File: config.mk
export PLATFORM = sky130hd
export DESIGN_NAME = sdd_decoder
export DESIGN_NICKNAME = d
export VERILOG_FILES = /design/src/hw/sdd_pkg.sv /design/src/hw/sdd_sync.sv /design/src/hw/sdd_decoder.sv
export SDC_FILE = /design/constraint.sdc
export NUM_CORES = 1
export LEC_CHECK = 0
export ABC_AREA = 1
export BUFFER_PORTS_ARGS = -buffer_cell sky130_fd_sc_hd__clkbuf_2
export CAP_MARGIN = 20
export CORE_MARGIN = 3
export CORE_UTILIZATION = 25
export DETAILED_ROUTE_END_ITERATION = 8
export SLEW_MARGIN = 5
export SYNTH_ARGS = -nofsm -noshare
export SYNTH_HDL_FRONTEND = slang
export SYNTH_HIERARCHICAL = 1
export SYNTH_SLANG_ARGS = --single-unit
File: constraint.sdc
create_clock -name i_core_clk -period 4.7 [get_ports i_core_clk]
set_clock_uncertainty 0.1 [all_clocks]
set_input_delay 0.47 -clock i_core_clk [delete_from_list [all_inputs] [get_ports i_core_clk]]
set_output_delay 0.47 -clock i_core_clk [all_outputs]
set_load 0.05 [all_outputs]
File: src/hw/sdd_pkg.sv
// Package: constants, types and register map of the step and direction input decoder
`default_nettype none
package sdd_pkg;
    // Avalon-MM register word offsets (byte address = 4 * index)
    localparam logic [3:0] SDD_REG_CTRL   = 4'h0;
    localparam logic [3:0] SDD_REG_STATUS = 4'h1;
    localparam logic [3:0] SDD_REG_POS    = 4'h2;
    localparam logic [3:0] SDD_REG_COUNT  = 4'h3;

    // Control field positions
    localparam int SDD_CTRL_MODE_BIT  = 0;
    localparam int SDD_CTRL_EDGE_BIT  = 1;
    localparam int SDD_CTRL_CWPOL_BIT = 2;
    localparam int SDD_CTRL_CCWPOL_BIT = 3;
    localparam int SDD_CTRL_DIRINV_BIT = 4;

    // Control value after reset: strobe-plus-heading mode, rising edge, active-high strobes
    localparam logic [31:0] SDD_CTRL_RESET = 32'h0000_000C;

    // Unmapped reads return this value
    localparam logic [31:0] SDD_UNMAPPED_DATA = 32'h0000_0000;

    // Synchroniser depth on pin inputs
    localparam int SDD_SYNC_STAGES = 2;

    // Controller-side timing, in ns, and derived cycles at 100 MHz
    localparam int SDD_CLK_PERIOD_NS      = 10;
    localparam int SDD_MIN_PULSE_NS       = 7500;
    localparam int SDD_HEADING_SETUP_NS   = 5000;
    localparam int SDD_MIN_PULSE_CYC      =
        (SDD_MIN_PULSE_NS + SDD_CLK_PERIOD_NS - 1) / SDD_CLK_PERIOD_NS;
    localparam int SDD_HEADING_SETUP_CYC  =
        (SDD_HEADING_SETUP_NS + SDD_CLK_PERIOD_NS - 1) / SDD_CLK_PERIOD_NS;

    typedef struct packed {
        logic ccw_pol;
        logic cw_pol;
        logic fall_edge;
        logic two_strobe;
    } sdd_cfg_t;

    typedef struct packed {
        logic step;
        logic dir_ccw;
    } sdd_step_t;
endpackage
`default_nettype wire

File: src/hw/sdd_sync.sv
// Two-flop synchroniser for a group of pin inputs
`default_nettype none
module sdd_sync #(
    parameter int WIDTH = 3
) (
    // Clock and reset
    input  wire logic             i_core_clk,
    input  wire logic             i_reset_n,
    // Asynchronous pins and synchronised copy
    input  wire logic [WIDTH-1:0] i_async,
    input  wire logic [WIDTH-1:0] i_rst_val,
    output logic      [WIDTH-1:0] o_sync
);
    logic [WIDTH-1:0] meta_r;

    // An empty group is refused when the design is elaborated
    if (WIDTH < 1) begin : g_width_check
        $error("sdd_sync: WIDTH must be at least 1");
    end

    // Both stages clear on reset: the async branch takes constants only
    always_ff @(posedge i_core_clk or negedge i_reset_n) begin
        if (!i_reset_n) begin
            meta_r <= '0;
            o_sync <= '0;
        end else begin
            meta_r <= i_async;
            o_sync <= meta_r;
        end
    end

    logic unused_rst;
    assign unused_rst = |i_rst_val;
endmodule
`default_nettype wire

File: src/hw/sdd_decoder.sv
// Top: step and direction input decoder with Avalon-MM control registers
// Notes on behaviour
// - In strobe-plus-heading mode one step is taken per rising or falling strobe edge, as set.
// - In strobe-plus-heading mode the heading line level selects one of the two directions.
// - In two-strobe mode the strobe line carries clockwise steps with selectable active level.
// - In two-strobe mode the heading line carries counter-clockwise steps, selectable level.
// - The driver is enabled while the permit line is high; an open permit line reads high.
// - After reset the mode is strobe-plus-heading with the rising edge active.
`default_nettype none
module sdd_decoder
    import sdd_pkg::*;
(
    // Clock and reset
    input  wire logic        i_core_clk,
    input  wire logic        i_reset_n,
    // Controller pins
    input  wire logic        i_step_strobe_in,
    input  wire logic        i_heading_in,
    input  wire logic        i_drive_permit_in,
    // Avalon-MM slave
    input  wire logic [3:0]  i_avs_address,
    input  wire logic        i_avs_read,
    input  wire logic        i_avs_write,
    input  wire logic [31:0] i_avs_writedata,
    input  wire logic [3:0]  i_avs_byteenable,
    output logic      [31:0] o_avs_readdata,
    output logic             o_avs_waitrequest,
    // Motion outputs
    output logic             o_step,
    output logic             o_dir_ccw,
    output logic             o_enabled
);
    ////////////////////////////////////////////////////////////////////////////////
    // Pin synchronisation
    logic [2:0] pins_sync;
    logic       strobe_s;
    logic       heading_s;
    logic       permit_s;
    logic [2:0] pins_prev_r;

    sdd_sync #(
        .WIDTH (3)
    ) u_sync (
        .i_core_clk (i_core_clk),
        .i_reset_n  (i_reset_n),
        .i_async    ({i_drive_permit_in, i_heading_in, i_step_strobe_in}),
        .i_rst_val  (3'h0),
        .o_sync     (pins_sync)
    );

    assign strobe_s  = pins_sync[0];
    assign heading_s = pins_sync[1];
    // Pin has a pull-up outside, so an open input is read as high
    assign permit_s  = pins_sync[2];

    ////////////////////////////////////////////////////////////////////////////////
    // Configuration register
    logic [31:0] ctrl_r;
    logic [31:0] ctrl_nxt;
    sdd_cfg_t    cfg;
    logic        dir_inv;

    assign cfg.two_strobe = ctrl_r[SDD_CTRL_MODE_BIT];
    assign cfg.fall_edge  = ctrl_r[SDD_CTRL_EDGE_BIT];
    assign cfg.cw_pol     = ctrl_r[SDD_CTRL_CWPOL_BIT];
    assign cfg.ccw_pol    = ctrl_r[SDD_CTRL_CCWPOL_BIT];
    assign dir_inv        = ctrl_r[SDD_CTRL_DIRINV_BIT];

    function automatic logic [31:0] merge_be(input logic [31:0] old_v,
                                             input logic [31:0] new_v,
                                             input logic [3:0]  be);
        logic [31:0] res;
        res = old_v;
        for (int b = 0; b < 4; b++) begin
            if (be[b]) begin
                res[8*b +: 8] = new_v[8*b +: 8];
            end
        end
        return res;
    endfunction

    logic wr_ctrl;
    logic wr_count;
    assign wr_ctrl  = i_avs_write && (i_avs_address == SDD_REG_CTRL);
    assign wr_count = i_avs_write && (i_avs_address == SDD_REG_COUNT);
    assign ctrl_nxt = wr_ctrl ?
        (merge_be(ctrl_r, i_avs_writedata, i_avs_byteenable) & 32'h0000_001F) : ctrl_r;

    ////////////////////////////////////////////////////////////////////////////////
    // Event detection
    logic strobe_prev;
    logic heading_prev;
    logic permit_prev;
    logic strobe_rise;
    logic strobe_fall;
    logic cw_act;
    logic ccw_act;
    logic cw_prev_act;
    logic ccw_prev_act;
    logic pd_event;
    logic cw_event;
    logic ccw_event;
    sdd_step_t step_nxt;

    assign strobe_prev  = pins_prev_r[0];
    assign heading_prev = pins_prev_r[1];
    assign permit_prev  = pins_prev_r[2];
    assign strobe_rise  = strobe_s && !strobe_prev;
    assign strobe_fall  = !strobe_s && strobe_prev;
    assign pd_event     = cfg.fall_edge ? strobe_fall : strobe_rise;
    // Onset of the active level counts once per pulse, not once per cycle
    assign cw_act       = (strobe_s == cfg.cw_pol);
    assign ccw_act      = (heading_s == cfg.ccw_pol);
    assign cw_prev_act  = (strobe_prev == cfg.cw_pol);
    assign ccw_prev_act = (heading_prev == cfg.ccw_pol);
    assign cw_event     = cw_act && !cw_prev_act;
    assign ccw_event    = ccw_act && !ccw_prev_act;

    // Permit sampled also on the previous cycle so an edge coinciding with re-enable is dropped
    logic permit_ok;
    assign permit_ok = permit_s && permit_prev;

    always_comb begin
        step_nxt = '0;
        if (!cfg.two_strobe) begin
            step_nxt.step    = pd_event && permit_ok;
            step_nxt.dir_ccw = heading_s ^ dir_inv;
        end else if (cw_event != ccw_event) begin
            // Both strobes starting together cancel: no net motion is taken
            step_nxt.step    = permit_ok;
            step_nxt.dir_ccw = ccw_event;
        end else begin
            step_nxt.step    = 1'b0;
            step_nxt.dir_ccw = o_dir_ccw;
        end
    end

    ////////////////////////////////////////////////////////////////////////////////
    // Position and step count
    logic [31:0] pos_r;
    logic [31:0] pos_nxt;
    logic [31:0] count_r;
    logic [31:0] count_nxt;

    assign pos_nxt   = !o_step ? pos_r :
                       (o_dir_ccw ? pos_r - 32'h0000_0001 : pos_r + 32'h0000_0001);
    // Counter write loses to nothing: the step is added on top of the written value
    assign count_nxt = (wr_count ? merge_be(count_r, i_avs_writedata, i_avs_byteenable)
                                 : count_r) + {31'h0, o_step};

    always_ff @(posedge i_core_clk or negedge i_reset_n) begin
        if (!i_reset_n) begin
            ctrl_r <= SDD_CTRL_RESET;
        end else begin
            ctrl_r <= ctrl_nxt;
        end
    end

    // Previous synced levels feed the edge and onset detectors
    always_ff @(posedge i_core_clk or negedge i_reset_n) begin
        if (!i_reset_n) begin
            pins_prev_r <= 3'h0;
        end else begin
            pins_prev_r <= pins_sync;
        end
    end

    // Step and heading leave flip-flops so the motor side sees clean levels
    always_ff @(posedge i_core_clk or negedge i_reset_n) begin
        if (!i_reset_n) begin
            o_step    <= 1'b0;
            o_dir_ccw <= 1'b0;
            o_enabled <= 1'b0;
        end else begin
            o_step    <= step_nxt.step;
            o_dir_ccw <= step_nxt.dir_ccw;
            o_enabled <= permit_s;
        end
    end

    always_ff @(posedge i_core_clk or negedge i_reset_n) begin
        if (!i_reset_n) begin
            pos_r <= 32'h0000_0000;
        end else begin
            pos_r <= pos_nxt;
        end
    end

    always_ff @(posedge i_core_clk or negedge i_reset_n) begin
        if (!i_reset_n) begin
            count_r <= 32'h0000_0000;
        end else begin
            count_r <= count_nxt;
        end
    end

    ////////////////////////////////////////////////////////////////////////////////
    // Avalon-MM read path: one wait state so that read data leave a flip-flop
    logic [31:0] rd_mux;
    logic [31:0] rdata_r;
    logic        rd_done_r;
    logic        rd_load;

    // First read cycle captures the word and stalls, the second releases the master
    assign rd_load           = i_avs_read && !rd_done_r;
    assign o_avs_waitrequest = rd_load;
    assign rd_mux =
        (i_avs_address == SDD_REG_CTRL)   ? ctrl_r :
        (i_avs_address == SDD_REG_STATUS) ? {28'h0, o_dir_ccw, permit_s, heading_s, strobe_s} :
        (i_avs_address == SDD_REG_POS)    ? pos_r :
        (i_avs_address == SDD_REG_COUNT)  ? count_r : SDD_UNMAPPED_DATA;
    assign o_avs_readdata    = rdata_r;

    always_ff @(posedge i_core_clk or negedge i_reset_n) begin
        if (!i_reset_n) begin
            rdata_r   <= SDD_UNMAPPED_DATA;
            rd_done_r <= 1'b0;
        end else begin
            rdata_r   <= rd_load ? rd_mux : rdata_r;
            rd_done_r <= rd_load;
        end
    end
endmodule
`default_nettype wire

==> impl_metrics.toml <==
[worst_hold_path]
hp-class = "input pin to flop"
whs_path_depth = 1
min_from = "i_heading_in"
holdPathEnd = "u_sync/meta_r[1]$_DFF_PN0_"

[power]
p_leak_nw = 5.47
finalPower_mw = 5.58
p_per_area_mw_per_mm2 = 564
ir_worst_vdd_mv = 0.283

[critical_path]
critPathLaunch = "o_dir_ccw$_DFFE_PN0P_"
slowest_stage = "dfrtp_1"
crit_family = "flip-flops"
critPathBufInv = 1
path_class = "flop to flop"
cpMostUsedCell = "nand2_1"
path_max_fanout = 22
rr_worst_depth = 12
slowest_delay_ns = 0.97
critPathLaunchType = "flop"
crit_chain = "buf_4, ha_1, a21oi_1, nand2_1, nand3_1, nand2_1, nand2_1, nand2_1, nand2_1, nand3_1, nand3_1, nand2_1"
crit_arrival_ns = 3.17
rr_endpoint = "pos_r[30]$_DFFE_PN0P_"
worstPathRequired_ns = 4.92
r2r_slack_ns = 1.75
end_kind = "flop"
reg2reg_from = "o_dir_ccw$_DFFE_PN0P_"

[layout]
insertedDiodeCount = 0
layout_commonest_cell = "nand2_1"
final_cell_mix = "nand2_1, inv_1, dfrtp_1"
final_cell_count_no_fill = 1827
utilization_pct = 30.2
drive_above_1_share_pct = 13.5
nFillCells = 3659
area_growth_pct = 18.4
seqCellArea_mm2 = 0.00283
num-nets-final = 1453
postLayoutCellArea_mm2 = 0.00989
multiInputGateArea_mm2 = 0.00462

[sta]
fmax_ghz = 0.339
setup_violations = 0
hold_violations = 0
drv_slew = 0
finalCritPeriodShare_pct = 62.7
max-slew-margin-rel_pct = 31.7
worst_pin_slew_ns = 1.02
period_minus_slack_ns = 2.95
whs_ns = 0.0421
timing.final.ws_setup_ns = 1.75
fin_tns_setup_ns = 0
rsz0062_at_grt = "no"

[die]
core_mm2 = 0.0327
die-area_mm2 = 0.0356
initial_core_util_pct = 25.5
num_io_pins = 83
num_rows = 66
die_h_um = 189
chipWidth_um = 189

[place]
port_buffers = 82
dp.cells = 1795
hpwl_um = 21200
dpl_cell_area_mm2 = 0.00926
place_congestion = 0.950
place_ws_ns = 1.65

[route]
drc_errors = 0
first_pass_iters = 5
drt_iter0_drc = 666
finalWirelength_um = 27100
routedWlPerCell_um = 14.8
drtAntennaViolNets = 0
routed-via-count = 8292
vias_per_cell = 4.54

[clock_network]
postCtsHoldBufs = 0
clkTransAtPathRegs_ns = 0.06
post_cts.repair.setup_buffers = 0
clockRootBuffer = "clkbuf_16"
cts_buffer_depth = 2
cts_resized = 0
cts_sinks = 113
tritoncts = "yes"
numCtsBuffers = 17
cts_max_level = 4
insertion_delay_ns = 0.43

[global_routing]
gr-usage-met3_pct = 3.00
grt_pass1_wl_um = 43800
grt_pass1_vias = 8054
grt_usage_pct = 15.5
gr-usage-met2_pct = 23.1
antenna_found_initial = 0
grt.busiest_layer = "met2"
use_met1_pct = 22.6
grt_overflow = 0
grt_max_degree = 71

[outcome]
outcome = "finished clean"

[logic_synthesis]
synth_area_mm2 = 0.00835
netlist_instances = 1289
synth_warnings = 6
synth_nets = 1370
postSynthAreaPerCell_um2 = 6.48

[job]
drv_cap = 0
[cell type report]
class	instances	area share, %
multi-input cells	942	46.7
well taps	442	5.59
clock inverters	11	1.52
clock buffers	21	4.86
inverters	208	7.89
flip-flops and latches	113	28.6
repair buffers	90	4.78
[flip-flops by register name, indices dropped and copies added, names as in the netlist]
name / flops
pos_r: 32
pins_prev_r: 2
count_r: 32
u_sync/o_sync: 3
u_sync/meta_r: 3
o_dir_ccw: 1
ctrl_r: 5
o_enabled: 1
o_step: 1
rd_done_r: 1
o_avs_readdata: 32
[worst max path at each step]
stage                                       end  depth (start not counted)
after detailed placement  count_r[30]$_DFF_PN0_                         15
final                     pos_r[30]$_DFFE_PN0P_                         12
after CTS                 pos_r[30]$_DFFE_PN0P_                         12
after global routing      pos_r[30]$_DFFE_PN0P_                         10
after global placement    count_r[31]$_DFF_PN0_                         14
after floorplan           pos_r[30]$_DFFE_PN0P_                         11
[power by group]
| part | leakage [nW] | internal (mW) | switching [mW] |
|---|---|---|---|
| Combinational | 3.77 | 0.906 | 1.85 |
| Clock | 0.306 | 0.894 | 0.515 |
| Sequential | 1.39 | 1.21 | 0.208 |
[metal layers]
metal,vias to the layer above,share of wire (%)
met1,3829,50
met4,0,1.9
met3,39,5.4
met5,-,0
li1,4170,-
met2,254,42
[worst reg2reg max path, delay by kind of cell (launching register included)]
kind | cells | cell delay, ns
flip-flops | 1 | 0.97
AND/OR/NAND/NOR | 9 | 0.93
buffers and inverters | 1 | 0.32
adder cells (fa/ha/maj) | 1 | 0.30
AO/OA/AOI/OAI | 1 | 0.22
(Power assumes the default switching activity.)
